`config.mk`:
```
export PLATFORM = sky130hd
export DESIGN_NAME = sdes_top
export DESIGN_NICKNAME = d
export VERILOG_FILES = /design/src/rtl/sdes_pkg.sv /design/src/rtl/sdes_axil.sv /design/src/rtl/sdes_tick.sv /design/src/rtl/sdes_top.sv
export SDC_FILE = /design/constraint.sdc
export NUM_CORES = 1
export LEC_CHECK = 0
export ABC_AREA = 1
export BUFFER_PORTS_ARGS = -buffer_cell sky130_fd_sc_hd__buf_2
export CORE_MARGIN = 10
export CORE_UTILIZATION = 40
export CTS_CLUSTER_DIAMETER = 60
export DETAILED_ROUTE_END_ITERATION = 6
export SLEW_MARGIN = 25
export SYNTH_ARGS = -nofsm -noshare
export SYNTH_HDL_FRONTEND = slang
export SYNTH_SLANG_ARGS = --single-unit
export TNS_END_PERCENT = 30
```
`constraint.sdc`:
```
create_clock -name aclk -period 27.1 [get_ports aclk]
set_input_delay 1.355 -clock aclk [delete_from_list [all_inputs] [get_ports aclk]]
set_output_delay 1.355 -clock aclk [all_outputs]
set_load 0.05 [all_outputs]
```
`src/rtl/sdes_pkg.sv`:
```
// Shared constants for the 18-bit embedded-clock serializer/deserializer
package sdes_pkg;
	// Clock period of aclk
	localparam int CLK_PERIOD_NS = 4;
	// Frame layout: start bit, 18 data bits, stop bit
	localparam int WORD_BITS = 18;
	localparam int FRAME_BITS = 20;
	localparam logic START_BIT = 1'b1;
	localparam logic STOP_BIT = 1'b0;
	// Last bit slot of a frame
	localparam logic [4:0] LAST_SLOT = 5'h13;
	// Half a frame, for the recovered clock duty
	localparam logic [4:0] HALF_SLOT = 5'h0a;
	// Alignment word: nine ones then nine zeros, ones sent first
	localparam logic [17:0] ALIGN_WORD = 18'h3fe00;
	// Word clocks of held request before alignment words replace data
	localparam logic [2:0] SYNC_HOLD_WORDS = 3'h6;
	// Consecutive missing clock edges that drop lock
	localparam logic [1:0] MISS_LIMIT = 2'h2;
	// Default PLL settle times, in word clocks
	localparam int TX_LOCK_WORDS = 4;
	localparam int RX_REF_LOCK_WORDS = 4;
	// Frames a single edge candidate must persist during a hunt
	localparam int HUNT_FRAMES = 2;
	// Register byte addresses
	localparam logic [3:0] CTRL_ADDR = 4'h0;
	localparam logic [3:0] STATUS_ADDR = 4'h4;
	localparam logic [3:0] RXDATA_ADDR = 4'h8;
	// Control fields
	localparam int CTRL_TX_SLEEP_N = 0;
	localparam int CTRL_TX_LINE_EN = 1;
	localparam int CTRL_TX_SYNC = 2;
	localparam int CTRL_RX_SLEEP_N = 3;
	localparam int CTRL_RX_OUT_EN = 4;
	localparam logic [4:0] CTRL_RESET = 5'h00;
	// AXI responses
	localparam logic [1:0] RESP_OKAY = 2'h0;
	localparam logic [1:0] RESP_SLVERR = 2'h2;
	// Receiver states
	typedef enum logic [1:0] {RX_REFLOCK, RX_HUNT, RX_LOCKED} sdes_rx_state_t;
endpackage : sdes_pkg

```
`src/rtl/sdes_axil.sv`:
```
// AXI4-Lite slave holding the control word and reading back status
`timescale 1ns/1ps
module sdes_axil
	import sdes_pkg::*;
(
	input wire logic aclk,
	input wire logic aresetn,
	input wire logic [3:0] s_axi_awaddr,
	input wire logic s_axi_awvalid,
	output logic s_axi_awready,
	input wire logic [31:0] s_axi_wdata,
	input wire logic [3:0] s_axi_wstrb,
	input wire logic s_axi_wvalid,
	output logic s_axi_wready,
	output logic [1:0] s_axi_bresp,
	output logic s_axi_bvalid,
	input wire logic s_axi_bready,
	input wire logic [3:0] s_axi_araddr,
	input wire logic s_axi_arvalid,
	output logic s_axi_arready,
	output logic [31:0] s_axi_rdata,
	output logic [1:0] s_axi_rresp,
	output logic s_axi_rvalid,
	input wire logic s_axi_rready,
	input wire logic [4:0] status,
	input wire logic [17:0] rx_word,
	output logic [4:0] ctrl
);
	logic [3:0] awaddr_q; // Captured write address
	logic aw_have_q; // Address held
	logic [7:0] wbyte_q; // Low byte of captured data
	logic wstrb0_q; // Lane 0 strobe
	logic w_have_q; // Data held
	logic [4:0] ctrl_q; // Control register
	logic bvalid_q;
	logic [1:0] bresp_q;
	logic rvalid_q;
	logic [1:0] rresp_q;
	logic [31:0] rdata_q;

	// Take each half while not yet held and no response waits
	assign s_axi_awready = ~aw_have_q & ~bvalid_q;
	assign s_axi_wready = ~w_have_q & ~bvalid_q;
	wire do_write = aw_have_q & w_have_q;
	wire wr_ctrl = do_write & (awaddr_q == CTRL_ADDR);
	wire wr_known = (awaddr_q == CTRL_ADDR) | (awaddr_q == STATUS_ADDR)
		| (awaddr_q == RXDATA_ADDR);
	assign s_axi_bvalid = bvalid_q;
	assign s_axi_bresp = bresp_q;
	assign ctrl = ctrl_q;

	// Write path: either order, response after both
	always_ff @(posedge aclk)
	begin
		if (!aresetn) begin
			aw_have_q <= 1'b0;
			w_have_q <= 1'b0;
			awaddr_q <= 4'h0;
			wbyte_q <= 8'h00;
			wstrb0_q <= 1'b0;
			bvalid_q <= 1'b0;
			bresp_q <= RESP_OKAY;
			ctrl_q <= CTRL_RESET;
		end else begin
			if (s_axi_awvalid && s_axi_awready) begin
				aw_have_q <= 1'b1;
				awaddr_q <= s_axi_awaddr;
			end
			if (s_axi_wvalid && s_axi_wready) begin
				w_have_q <= 1'b1;
				wbyte_q <= s_axi_wdata[7:0];
				wstrb0_q <= s_axi_wstrb[0];
			end
			if (do_write) begin
				aw_have_q <= 1'b0;
				w_have_q <= 1'b0;
				bvalid_q <= 1'b1;
				bresp_q <= wr_known ? RESP_OKAY : RESP_SLVERR;
			end else if (s_axi_bready) begin
				bvalid_q <= 1'b0;
			end
			// Status and data words are read-only; writes there are dropped
			if (wr_ctrl && wstrb0_q)
				ctrl_q <= wbyte_q[4:0];
		end
	end

	// Read path: one read at a time, data from a register
	assign s_axi_arready = ~rvalid_q;
	assign s_axi_rvalid = rvalid_q;
	assign s_axi_rdata = rdata_q;
	assign s_axi_rresp = rresp_q;
	wire [31:0] rd_mux = (s_axi_araddr == CTRL_ADDR) ? {27'h0, ctrl_q}
		: (s_axi_araddr == STATUS_ADDR) ? {27'h0, status}
		: (s_axi_araddr == RXDATA_ADDR) ? {14'h0, rx_word} : 32'h0;
	wire rd_known = (s_axi_araddr == CTRL_ADDR) | (s_axi_araddr == STATUS_ADDR)
		| (s_axi_araddr == RXDATA_ADDR);
	always_ff @(posedge aclk)
	begin
		if (!aresetn) begin
			rvalid_q <= 1'b0;
			rdata_q <= 32'h0;
			rresp_q <= RESP_OKAY;
		end else if (s_axi_arvalid && !rvalid_q) begin
			rvalid_q <= 1'b1;
			rdata_q <= rd_mux;
			rresp_q <= rd_known ? RESP_OKAY : RESP_SLVERR;
		end else if (s_axi_rready) begin
			rvalid_q <= 1'b0;
		end
	end
endmodule : sdes_axil

```
`src/rtl/sdes_tick.sv`:
```
// Bit and word rate enable generator for one half of the link
`timescale 1ns/1ps
module sdes_tick
	import sdes_pkg::*;
#(
	parameter int DIV = 1
)
(
	input wire logic aclk,
	input wire logic aresetn,
	input wire logic run,
	output logic bit_tick,
	output logic word_tick,
	output logic [4:0] slot
);
	localparam int DW = (DIV > 1) ? $clog2(DIV) : 1;
	localparam logic [DW-1:0] DIV_LAST = DW'(DIV - 1);

	// Reject a divider that cannot make a pulse
	if (DIV < 1) begin : g_bad_div
		$error("sdes_tick: DIV must be at least 1");
	end

	logic [DW-1:0] div_q; // Cycles within one bit
	logic [4:0] slot_q; // Bit slot within the frame
	wire div_end = (div_q == DIV_LAST);

	assign bit_tick = run & div_end;
	// Word edge is the first slot of each frame
	assign word_tick = bit_tick & (slot_q == 5'h00);
	assign slot = slot_q;

	// Divider stops while asleep so no stray edges appear
	always_ff @(posedge aclk)
	begin
		if (!aresetn || !run) begin
			div_q <= '0;
			slot_q <= 5'h00;
		end else begin
			div_q <= div_end ? '0 : div_q + DW'(1);
			if (div_end)
				slot_q <= (slot_q == LAST_SLOT) ? 5'h00 : slot_q + 5'h01;
		end
	end
endmodule : sdes_tick

```
`src/rtl/sdes_top.sv`:
```
// Serializer and deserializer halves with their register slave
//
// How it works
// - Frame: start bit one, stop bit zero
// - Twenty serial bits per word clock
// - Capture parallel word at each word edge
// - Six held requests send alignment words instead
// - Serial output off until transmit lock
// - Receive outputs off during reference lock, lock high
// - Find start edge in alignment or random data
// - Far side sends random data or alignment
// - Lock low with first valid word
// - Recovered clock follows word, valid while locked
// - Two missed edges drop lock, hunt again
// - Several persisting edge candidates refuse lock
// - Receive sleep stops and floats outputs
// - Receive wake restarts initialization
// - Transmit sleep stops and floats serial output
// - Transmit wake relocks before sending
// - Receive enable floats data and clock
// - Line enable floats serial output
// - Halves run independently
// - Alignment word nine ones, nine zeros
`timescale 1ns/1ps
module sdes_top
	import sdes_pkg::*;
#(
	parameter int TX_BIT_DIV = 1,
	parameter int RX_BIT_DIV = 1,
	parameter int TX_LOCK = TX_LOCK_WORDS,
	parameter int RX_LOCK = RX_REF_LOCK_WORDS
)
(
	input wire logic aclk,
	input wire logic aresetn,
	input wire logic [3:0] s_axi_awaddr,
	input wire logic s_axi_awvalid,
	output logic s_axi_awready,
	input wire logic [31:0] s_axi_wdata,
	input wire logic [3:0] s_axi_wstrb,
	input wire logic s_axi_wvalid,
	output logic s_axi_wready,
	output logic [1:0] s_axi_bresp,
	output logic s_axi_bvalid,
	input wire logic s_axi_bready,
	input wire logic [3:0] s_axi_araddr,
	input wire logic s_axi_arvalid,
	output logic s_axi_arready,
	output logic [31:0] s_axi_rdata,
	output logic [1:0] s_axi_rresp,
	output logic s_axi_rvalid,
	input wire logic s_axi_rready,
	input wire logic [17:0] tx_parallel_in,
	output logic serial_out,
	output logic serial_oe,
	input wire logic serial_in,
	output logic [17:0] rx_parallel_out,
	output logic rx_parallel_oe,
	output logic rx_recovered_clock,
	output logic rx_recovered_clock_oe,
	output logic rx_lock_n
);
	// Elaboration checks on settle counts
	if (TX_LOCK < 1 || TX_LOCK > 255 || RX_LOCK < 1 || RX_LOCK > 255) begin : g_bad_lock
		$error("sdes_top: lock counts must lie in 1..255");
	end

	logic [4:0] ctrl; // Software control bits
	logic [4:0] status; // Readback of block state

	wire tx_sleep_n = ctrl[CTRL_TX_SLEEP_N];
	wire tx_line_enable = ctrl[CTRL_TX_LINE_EN];
	wire tx_sync_request = ctrl[CTRL_TX_SYNC];
	wire rx_sleep_n = ctrl[CTRL_RX_SLEEP_N];
	wire rx_out_enable = ctrl[CTRL_RX_OUT_EN];

	// Register slave
	sdes_axil u_regs (
		.aclk(aclk),
		.aresetn(aresetn),
		.s_axi_awaddr(s_axi_awaddr),
		.s_axi_awvalid(s_axi_awvalid),
		.s_axi_awready(s_axi_awready),
		.s_axi_wdata(s_axi_wdata),
		.s_axi_wstrb(s_axi_wstrb),
		.s_axi_wvalid(s_axi_wvalid),
		.s_axi_wready(s_axi_wready),
		.s_axi_bresp(s_axi_bresp),
		.s_axi_bvalid(s_axi_bvalid),
		.s_axi_bready(s_axi_bready),
		.s_axi_araddr(s_axi_araddr),
		.s_axi_arvalid(s_axi_arvalid),
		.s_axi_arready(s_axi_arready),
		.s_axi_rdata(s_axi_rdata),
		.s_axi_rresp(s_axi_rresp),
		.s_axi_rvalid(s_axi_rvalid),
		.s_axi_rready(s_axi_rready),
		.status(status),
		.rx_word(rx_parallel_out),
		.ctrl(ctrl)
	);

	// Transmit half

	logic tx_bit_tick; // One serial bit time
	logic tx_word_clock; // Word clock edge, one pulse per frame
	logic [4:0] tx_slot; // Bit slot of the frame being sent

	// Own divider, stopped in sleep like the PLL
	sdes_tick #(.DIV(TX_BIT_DIV)) u_tx_tick (
		.aclk(aclk),
		.aresetn(aresetn),
		.run(tx_sleep_n),
		.bit_tick(tx_bit_tick),
		.word_tick(tx_word_clock),
		.slot(tx_slot)
	);

	logic [7:0] tx_lock_cnt_q; // Word clocks seen since wake
	logic tx_locked_q; // Transmit PLL settled
	logic [2:0] sync_cnt_q; // Word clocks with request held
	logic [19:0] tx_shift_q; // Bits of the frame still to go
	logic tx_bit_q; // Serial line level
	logic [17:0] tx_word_q; // Word carried by current frame

	wire sync_active = (sync_cnt_q == SYNC_HOLD_WORDS);
	// Alignment words take the place of captured data
	wire [17:0] tx_word_d = sync_active ? ALIGN_WORD : tx_parallel_in;
	wire [19:0] tx_frame_d = {START_BIT, tx_word_d, STOP_BIT};

	// Settle counter; sleep stops it so wake must relock
	always_ff @(posedge aclk)
	begin
		if (!aresetn || !tx_sleep_n) begin
			tx_lock_cnt_q <= 8'h00;
			tx_locked_q <= 1'b0;
		end else if (tx_word_clock && !tx_locked_q) begin
			tx_lock_cnt_q <= tx_lock_cnt_q + 8'h01;
			tx_locked_q <= (tx_lock_cnt_q == 8'(TX_LOCK - 1));
		end
	end

	// Request count saturates; after a drop one more alignment word goes out, then data resumes
	always_ff @(posedge aclk)
	begin
		if (!aresetn || !tx_sleep_n)
			sync_cnt_q <= 3'h0;
		else if (tx_word_clock)
			sync_cnt_q <= !tx_sync_request ? 3'h0 :
				(sync_active ? sync_cnt_q : sync_cnt_q + 3'h1);
	end

	// Frame shifter, start bit first, one bit per bit time
	always_ff @(posedge aclk)
	begin
		if (!aresetn || !tx_locked_q) begin
			tx_shift_q <= 20'h0;
			tx_bit_q <= 1'b0;
			tx_word_q <= 18'h0;
		end else if (tx_word_clock) begin
			tx_bit_q <= tx_frame_d[19];
			tx_shift_q <= {tx_frame_d[18:0], 1'b0};
			tx_word_q <= tx_word_d;
		end else if (tx_bit_tick) begin
			tx_bit_q <= tx_shift_q[19];
			tx_shift_q <= {tx_shift_q[18:0], 1'b0};
		end
	end

	// Line enable only gates the driver, so the frame keeps running
	assign serial_out = tx_bit_q;
	assign serial_oe = tx_locked_q & tx_sleep_n & tx_line_enable;

	// Receive half

	logic rx_bit_tick; // One serial bit time
	logic rx_word_tick; // Reference frame start
	logic [4:0] rx_slot; // Bit slot counted from reference

	sdes_tick #(.DIV(RX_BIT_DIV)) u_rx_tick (
		.aclk(aclk),
		.aresetn(aresetn),
		.run(rx_sleep_n),
		.bit_tick(rx_bit_tick),
		.word_tick(rx_word_tick),
		.slot(rx_slot)
	);

	sdes_rx_state_t rx_state_q; // Receiver phase
	logic [7:0] ref_cnt_q; // Reference word clocks since wake
	logic [18:0] rx_hist_q; // Last nineteen serial bits
	logic [19:0] seen_q; // Slots that framed this frame
	logic [19:0] persist_q; // Slots that framed every frame so far
	logic [7:0] hunt_cnt_q; // Frames in the current hunt
	logic [4:0] phase_q; // Slot where frames end
	logic [1:0] miss_q; // Consecutive missing edges
	logic lock_n_q; // Lock indicator, low when locked
	logic rmt_q; // Repeated multi-edge pattern seen
	logic [17:0] rx_word_q; // Last good word
	logic [4:0] rel_q; // Slots since frame end
	logic rclk_q; // Recovered clock level

	// Window ending at the bit now arriving
	wire [19:0] win = {rx_hist_q, serial_in};
	// Start bit nineteen bits back and stop bit arriving now frame a whole word
	wire frame_ok = (win[19] == START_BIT) & (win[0] == STOP_BIT);
	wire [19:0] seen_d = seen_q | ({19'h0, frame_ok} << rx_slot);
	wire [19:0] persist_d = persist_q & seen_d;
	wire hunt_end = rx_bit_tick & (rx_slot == LAST_SLOT)
		& (hunt_cnt_q == 8'(HUNT_FRAMES - 1));
	wire phase_tick = rx_bit_tick & (rx_slot == phase_q);

	// Count and locate surviving candidates
	logic [4:0] cand_cnt;
	logic [4:0] cand_idx;
	always_comb
	begin
		cand_cnt = 5'h00;
		cand_idx = 5'h00;
		for (int i = 0; i < FRAME_BITS; i++) begin
			if (persist_d[i]) begin
				cand_cnt = cand_cnt + 5'h01;
				cand_idx = 5'(i);
			end
		end
	end

	// History shift; ignored line during sleep
	always_ff @(posedge aclk)
	begin
		if (!aresetn || !rx_sleep_n)
			rx_hist_q <= 19'h0;
		else if (rx_bit_tick)
			rx_hist_q <= win[18:0];
	end

	// Receiver sequence: reference lock, hunt, locked
	always_ff @(posedge aclk)
	begin
		if (!aresetn || !rx_sleep_n) begin
			rx_state_q <= RX_REFLOCK;
			ref_cnt_q <= 8'h00;
			seen_q <= 20'h0;
			persist_q <= '1;
			hunt_cnt_q <= 8'h00;
			phase_q <= 5'h00;
			miss_q <= 2'h0;
			lock_n_q <= 1'b1;
			rmt_q <= 1'b0;
			rx_word_q <= 18'h0;
		end else begin
			case (rx_state_q)
				RX_REFLOCK:
				begin
					// Settle to the reference before looking at the line
					if (rx_word_tick) begin
						ref_cnt_q <= ref_cnt_q + 8'h01;
						if (ref_cnt_q == 8'(RX_LOCK - 1))
							rx_state_q <= RX_HUNT;
					end
				end
				RX_HUNT:
				begin
					// Keep only slots that framed in every frame
					if (rx_bit_tick) begin
						seen_q <= (rx_slot == LAST_SLOT) ? 20'h0 : seen_d;
						if (rx_slot == LAST_SLOT) begin
							persist_q <= hunt_end ? '1 : persist_d;
							hunt_cnt_q <= hunt_end ? 8'h00 : hunt_cnt_q + 8'h01;
						end
					end
					if (hunt_end) begin
						if (cand_cnt == 5'h01) begin
							phase_q <= cand_idx;
							miss_q <= 2'h0;
							rx_state_q <= RX_LOCKED;
						end else begin
							// No single position: keep searching, lock stays high
							rmt_q <= (cand_cnt > 5'h01);
						end
					end
				end
				RX_LOCKED:
				begin
					if (phase_tick && frame_ok) begin
						// Word and lock indicator move in the same cycle
						rx_word_q <= win[18:1];
						lock_n_q <= 1'b0;
						rmt_q <= 1'b0;
						miss_q <= 2'h0;
					end else if (phase_tick) begin
						miss_q <= miss_q + 2'h1;
						if (miss_q == MISS_LIMIT - 2'h1) begin
							// Restart the search on whatever arrives
							lock_n_q <= 1'b1;
							rx_state_q <= RX_HUNT;
							seen_q <= 20'h0;
							persist_q <= '1;
							hunt_cnt_q <= 8'h00;
						end
					end
				end
				default:
				begin
					rx_state_q <= RX_REFLOCK;
				end
			endcase
		end
	end

	// Recovered clock: high for the first half of each frame
	always_ff @(posedge aclk)
	begin
		if (!aresetn || !rx_sleep_n || rx_state_q != RX_LOCKED) begin
			rel_q <= 5'h00;
			rclk_q <= 1'b0;
		end else if (phase_tick) begin
			rel_q <= 5'h01;
			rclk_q <= 1'b1;
		end else if (rx_bit_tick) begin
			rel_q <= rel_q + 5'h01;
			// Slot count equals half a frame here, so high and low are ten each
			if (rel_q == HALF_SLOT)
				rclk_q <= 1'b0;
		end
	end

	// Enable only gates drivers, so restoring it shows the prior state
	wire rx_drive = rx_sleep_n & rx_out_enable & (rx_state_q != RX_REFLOCK);
	assign rx_parallel_out = rx_word_q;
	assign rx_parallel_oe = rx_drive;
	assign rx_recovered_clock = rclk_q;
	assign rx_recovered_clock_oe = rx_drive;
	assign rx_lock_n = lock_n_q;
	assign status = {rmt_q, lock_n_q, rx_state_q != RX_REFLOCK, sync_active, tx_locked_q};
endmodule : sdes_top

```
==> results of run 1 <==
[report_power, final]
part           switching (W)  total (W)  internal [W]
logic              0.0000246  0.0000317    0.00000714
clock network       0.000127   0.000253      0.000126
registers         0.00000222   0.000288      0.000286
[cells in the final DEF, fill, tap and decap left out, types with 7 or more instances in the layout]
| master | netlist | routed |
|---|---|---|
| a21o_1 | 7 | 7 |
| a21oi_1 | 130 | 130 |
| a31oi_1 | 10 | 10 |
| buf_2 | 3 | 88 |
| clkbuf_16 | 0 | 17 |
| clkinv_1 | 8 | 9 |
| conb_1 | 1 | 18 |
| dfxtp_1 | 192 | 192 |
| ha_1 | 33 | 33 |
| inv_1 | 228 | 227 |
| inv_2 | 11 | 11 |
| nand2_1 | 383 | 383 |
| nand2_2 | 30 | 30 |
| nand2_4 | 16 | 16 |
| nand3_1 | 145 | 145 |
| nand3_2 | 17 | 17 |
| nand4_1 | 19 | 19 |
| nor2_1 | 158 | 158 |
| nor2_2 | 10 | 10 |
| nor3_1 | 19 | 19 |
| o211ai_1 | 7 | 7 |
| o21ai_0 | 124 | 124 |
| o22ai_1 | 12 | 12 |
| xor2_1 | 11 | 11 |
[stage by stage]
| step | instance area (um^2) | setup slack (ps) | power (W) | util |
|---|---|---|---|---|
| after floorplan | 11200 | 16770 | 0.000320 | - |
| final | 12500 | 15950 | 0.000573 | 0.451 |
| after CTS | 12500 | 15880 | 0.000581 | 0.451 |
| after global routing | 12500 | 14830 | 0.000595 | 0.451 |
| after detailed placement | 11800 | 15430 | 0.000327 | 0.429 |
| after global placement | 11800 | 15630 | 0.000326 | 0.429 |
[worst min path at each step]
stage                     slack, ps             to  cells after the start     startpoint
final                           460  hunt_cnt_q[7]                      1  hunt_cnt_q[7]
after global routing            490  rx_hist_q[15]                      2  rx_hist_q[14]
after CTS                       460  hunt_cnt_q[7]                      1  hunt_cnt_q[7]
after detailed placement        450  hunt_cnt_q[7]                      1  hunt_cnt_q[7]
after global placement          440      seen_q[3]                      2      seen_q[3]
after floorplan                 420   ref_cnt_q[7]                      1   ref_cnt_q[7]
[registers in the layout, indices dropped and copies added (netlist names), 4 cells and up]
signal,flops
hunt_cnt_q,8
persist_q,20
phase_q,5
ref_cnt_q,8
rel_q,5
rx_hist_q,19
rx_parallel_out,18
seen_q,20
tx_lock_cnt_q,8
tx_shift_q,18
u_regs.awaddr_q,4
u_regs.ctrl,5
u_regs.s_axi_rdata,18
u_regs.wbyte_q,5
u_rx_tick.slot,5
u_tx_tick.slot,5
[routing by layer]
| layer | track usage | routed length [um] | vias up |
|---|---|---|---|
| met1 | 0.190 | 12500 | 4614 |
| met4 | 0.0319 | 183 | 0 |
| met2 | 0.241 | 11900 | 101 |
| met5 | 0 | 0 | - |
| met3 | 0.0240 | 678 | 11 |
| li1 | - | - | 5552 |
[logic make-up after synthesis]
family          after synthesis  synth area share
buf+inv                     309             0.111
xor+xnor                     14            0.0117
other cells                   1          0.000337
fa+ha+maj                    33            0.0371
compound gates              304             0.146
flops                       192             0.345
simple gates                832             0.349
[final cells by class]
cell class	instances	area share
well taps	378	0.0380
clock buffers	17	0.0342
flip-flops and latches	192	0.309
clock inverters	15	0.0144
multi-input cells	1201	0.491
repair buffers	94	0.0390
inverters	247	0.0745
==> metrics.md, run 1 <==
| Metric | Value |
|---|---|
| Worst r2r path cells | 72 |
| DR vias | 10.3k |
| Max-Slew Margin vs Limit | 0.422 |
| Post-synth top cells | 383 x nand2_1, 228 x inv_1, 192 x dfxtp_1 |
| Power per Cell Area | 46.1 nW/um^2 |
| Clock Pin Slew Worst Setup and Hold Paths | 70 ps |
| Vias in the first global route | 9562 |
| Largest cells by area after synthesis | dfxtp_1 35%, nand2_1 13%, inv_1 7.7% |
| Worst path max stage delay | 360 ps |
| Slowest CP cell | nor3_1 |
| Gate Count Post-Synth | 1685 |
| Fin crit share | 0.412 |
| # rows | 61 |
| DR iter-0 viols | 536 |
| CTS sink count | 192 |
| Final ANT Viol Nets | 0 |
| Routability Congestion | 0.801 |
| Fin cells | 2144 |
| TritonCTS Buffers | 17 |
| Delay-heaviest family, CP | simple AND/OR/NAND/NOR gates |
| Core Box Area | 27600 um^2 |
| Vias/cell | 4.79 |
| Aggregate global routing overflow | 0 |
| Leak | 6.00 nW |
| Crit path required time | 27430 ps |
| Die footprint | 34900 um^2 |
| #FFs+latches synth | 192 |
| Root Driver | clkbuf_16 |
| Syn-to-layout area delta | 11.8% |
| Crit Path Class | input pin to register |
| Final Hold Viols | 0 |
| Critical path's most frequent cell | nand2_1 |
| Fin Setup TNS | 0 ps |
| Worst Path Buf+Inv | 10 |
| FILL cells | 2907 |
| Slew at the pin closest to its max-slew limit | 865 ps |
| Clock skew | 16.4 ps |
| Fmax | 89.7 MHz |
| Placed cells | 2112 |
| Drt wl/cell | 11.8 um |
| Buffers on Ports | 88 |
| Cell with the most instances after synthesis | nand2_1 |
| RSZ-0062 raised after global routing | false |
| DRT Pass-1 Iters | 4 |
| Die Wd | 187 um |
| I/O pin cnt | 135 |
| Syn avg cell area | 6.61 um^2 |
| First-pass GRT wire length | 44.1 mm |
| Initial core utilization | 0.403 |
| Drt drc | 0 |
| Cell area after synthesis | 11100 um^2 |
| Status | complete, no violations |
| Register Area | 3840 um^2 |
| Register area share after synthesis | 0.345 |
| DP Wirelength | 19.2 mm |
| Worst vdd ir | 0.0439 mV |
| Total GRT Usage | 0.144 |
| Post-synth EDFFs | 0 |
| Area of the multi-input gates | 6120 um^2 |
| Post-synthesis cell type count | 47 |
| Min-delay worst type | register to register |
| CTS tree | yes |
| Arrival time worst endpoint | 11480 ps |
| Max-cap violations | 0 |
| H-tree levels | 4 |
| Final WL | 25.2 mm |
| Kind of end point of the critical path | register |
| # diodes | 0 |
| Tmin final | 11150 ps |
| CP startpoint kind | input pin |
| # setup viols final | 0 |
| Ys Warns | 0 |
| Post-synth top flop | dfxtp_1 |
| R2r endpoint | rmt_q |
| Pin count of the biggest net entering global routing | 55 |
| Setup crit start | serial_in |
| Max-slew violation count | 0 |
| RR Startpoint | u_rx_tick.slot[0] |
| # nets final | 1856 |
| Clock latency on the worst-skew pair | 440 ps |
| Crit-path max FO | 5 |
| Hold_buf cts | 0 |
| Initial antenna violation count | 0 |
| Hold Slack | 456 ps |
| Number of cells on the critical path | 73 |
| Reg2reg setup slack | 16600 ps |
| Postcts setup bufs | 0 |
| Cell taking the most area after synthesis | dfxtp_1 |
| Worst setup path endpoint | rmt_q |
| CTS Buffer Depth | 2 |
| Die height | 187 um |
| Post-cts resize count | 0 |
| Asr flop ratio synth | 0 |
| Layout cells sized above 1 | 0.128 |
| Share of the synthesized area in the top cell type | 0.345 |
Power figures use the tool's default switching activity.
==> inputs of run 2 (changes only) <==
clock period = 11.06 ns   (was 27.1 ns; I/O delays follow)
==> metrics.md, run 2 (synthesis results as in run 1) <==
| Metric | Value |
|---|---|
| Max-Slew Margin vs Limit | 0.401 (was 0.422) |
| Fmax | 99.5 MHz |
| Delay-heaviest family, CP | simple AND/OR/NAND/NOR gates (unchanged) |
| Leak | 6.02 nW (was 6.00 nW) |
| Tmin final | 10050 ps |
| # nets final | 1857 (was 1856) |
| Drt drc | 0 (unchanged) |
| Fin Setup TNS | 0 ps (unchanged) |
| Sequential share of power | 0.498 (was 0.503) |
| Fin crit share | 0.909 |
| Placed cells | 2113 (was 2112) |
| Total GRT Usage | 0.145 (was 0.144) |
| Status | complete, no violations (unchanged) |
| Root Driver | clkbuf_16 (unchanged) |
| Pin count of the biggest net entering global routing | 55 (unchanged) |
| Die height | 187 um (unchanged) |
| Internal power | 0.00105 W (was 0.000419 W) |
| Drt wl/cell | 11.9 um (was 11.8 um) |
| Max-slew violation count | 0 (unchanged) |
| Min-delay worst type | input pin to register (was register to register) |
| Clock latency on the worst-skew pair | 430 ps (was 440 ps) |
| # diodes | 0 (unchanged) |
| Sw Ratio | 0.262 (was 0.269) |
| Slowest CP cell | dfxtp_1 (was nor3_1) |
| CTS tree | yes (unchanged) |
| Final WL | 25.6 mm (was 25.2 mm) |
| First-pass GRT wire length | 44.2 mm (was 44.1 mm) |
| DR vias | 10.3k (unchanged) |
| Aggregate global routing overflow | 0 (unchanged) |
| Die footprint | 34900 um^2 (unchanged) |
| Syn-to-layout area delta | 12.1% (was 11.8%) |
| Vias in the first global route | 9474 (was 9562) |
| Power per Cell Area | 114 nW/um^2 (was 46.1 nW/um^2) |
| CP startpoint kind | register (was input pin) |
| H-tree levels | 4 (unchanged) |
| Initial core utilization | 0.403 (unchanged) |
| Core Box Area | 27600 um^2 (unchanged) |
| DP Wirelength | 19.2 mm (about the same) |
| DRT Pass-1 Iters | 5 (was 4) |
| # rows | 61 (unchanged) |
| Hold depth | 3 (was 1) |
| TritonCTS Buffers | 17 (unchanged) |
| Die Wd | 187 um (unchanged) |
| Initial antenna violation count | 0 (unchanged) |
| Postcts setup bufs | 0 (unchanged) |
| Crit path required time | 11390 ps (was 27430 ps) |
| Final ANT Viol Nets | 0 (unchanged) |
| Fin cells | 2145 (was 2144) |
| Hold_buf cts | 0 (unchanged) |
| Layout cells sized above 1 | 0.130 (was 0.128) |
| Sw Pwr | 0.000372 W (was 0.000154 W) |
| Leading cell type in the layout, fill and taps excluded | nand2_1 (unchanged) |
| Comb power frac | 0.055 (about the same) |
| Routability Congestion | 0.807 (was 0.801) |
| Buffers on Ports | 88 (unchanged) |
| Max-cap violations | 0 (unchanged) |
| Final Hold Viols | 0 (unchanged) |
| Most frequent cells in the layout | 383 x nand2_1, 227 x inv_1, 192 x dfxtp_1 (unchanged) |
| Post-cts resize count | 0 (unchanged) |
| CTS Buffer Depth | 2 (unchanged) |
| Clock Pin Slew Worst Setup and Hold Paths | 80 ps (was 70 ps) |
| Slew at the pin closest to its max-slew limit | 890 ps (was 865 ps) |
| Clock skew | 14.9 ps (was 16.4 ps) |
| CTS sink count | 192 (unchanged) |
| Critical path's most frequent cell | nand2_1 (unchanged) |
| Kind of end point of the critical path | register (unchanged) |
| Arrival time worst endpoint | 10380 ps (was 11480 ps) |
| Clock share of power | 0.447 (was 0.442) |
| Worst r2r path cells | 74 (was 72) |
| Crit-path max FO | 7 (was 5) |
| I/O pin cnt | 135 (unchanged) |
| Worst vdd ir | 0.0942 mV (was 0.0439 mV) |
| DR iter-0 viols | 601 (was 536) |
| Biggest regs | persist_q (20), seen_q (20), rx_hist_q (19) (unchanged) |
| Vias/cell | 4.79 (about the same) |
| Worst path max stage delay | 380 ps (was 360 ps) |
| RSZ-0062 raised after global routing | false (unchanged) |
| # setup viols final | 0 (unchanged) |
| Crit Path Class | register to register (was input pin to register) |
| Worst Path Buf+Inv | 9 (was 10) |
| Number of cells on the critical path | 74 (was 73) |
## run 2: layout make-up
cell class              instances  area, um^2
fillers                      2909       15100
multi-input cells            1201        6130
flip-flops and latches        192        3840
inverters                     247         927
repair buffers                 95         493
well taps                     378         473
clock buffers                  17         425
clock inverters                15         189
## run 2: per-stage QoR
step / power (W) / worst slack [ps] / hold WS, ps / utilization / area (um^2)
after floorplan: 0.000785 / 1530 / 423 / - / 11200
after global placement: 0.000800 / 609 / 440 / 0.429 / 11900
after detailed placement: 0.000801 / 403 / 447 / 0.429 / 11900
after CTS: 0.00144 / 715 / 346 / 0.451 / 12500
after global routing: 0.00147 / 10.3 / 361 / 0.452 / 12500
final: 0.00142 / 1010 / 360 / 0.452 / 12500
## run 2: worst register-to-register path: cells and delay by family (launching register included)
family / cells / cell delay [ps]
adders and majority gates: 10 / 3000
DFF: 1 / 380
AOI/OAI and AO/OA: 3 / 410
buffers and inverters: 9 / 680
and+or+nand+nor: 52 / 5500
## run 2: worst paths after layout
path,from,endpoint,slack [ps]
setup / recovery,u_rx_tick.slot[0],rx_state_q[1],1010
hold / removal,tx_parallel_in[3],tx_shift_q[5],360
setup reg to reg,u_rx_tick.slot[0],rx_state_q[1],1010
hold reg to reg,seen_q[1],seen_q[1],460
## run 2: routing by layer
layer	vias to the layer above	part of all wire	global-route usage
li1	5549	-	-
met1	4602	0.50	0.191
met2	116	0.47	0.242
met3	11	0.027	0.0240
met4	0	0.0066	0.0307
met5	-	0	0
## run 2: power by group through the flow
stage	clock network, W	logic [W]	registers [W]
6_report	0.000634	0.0000775	0.000707
5_1_grt	0.000681	0.0000847	0.000708
4_1_cts	0.000654	0.0000779	0.000707
3_5_place_dp	0	0.0000778	0.000723
3_3_place_gp	0	0.0000770	0.000723
2_1_floorplan	0	0.0000437	0.000741
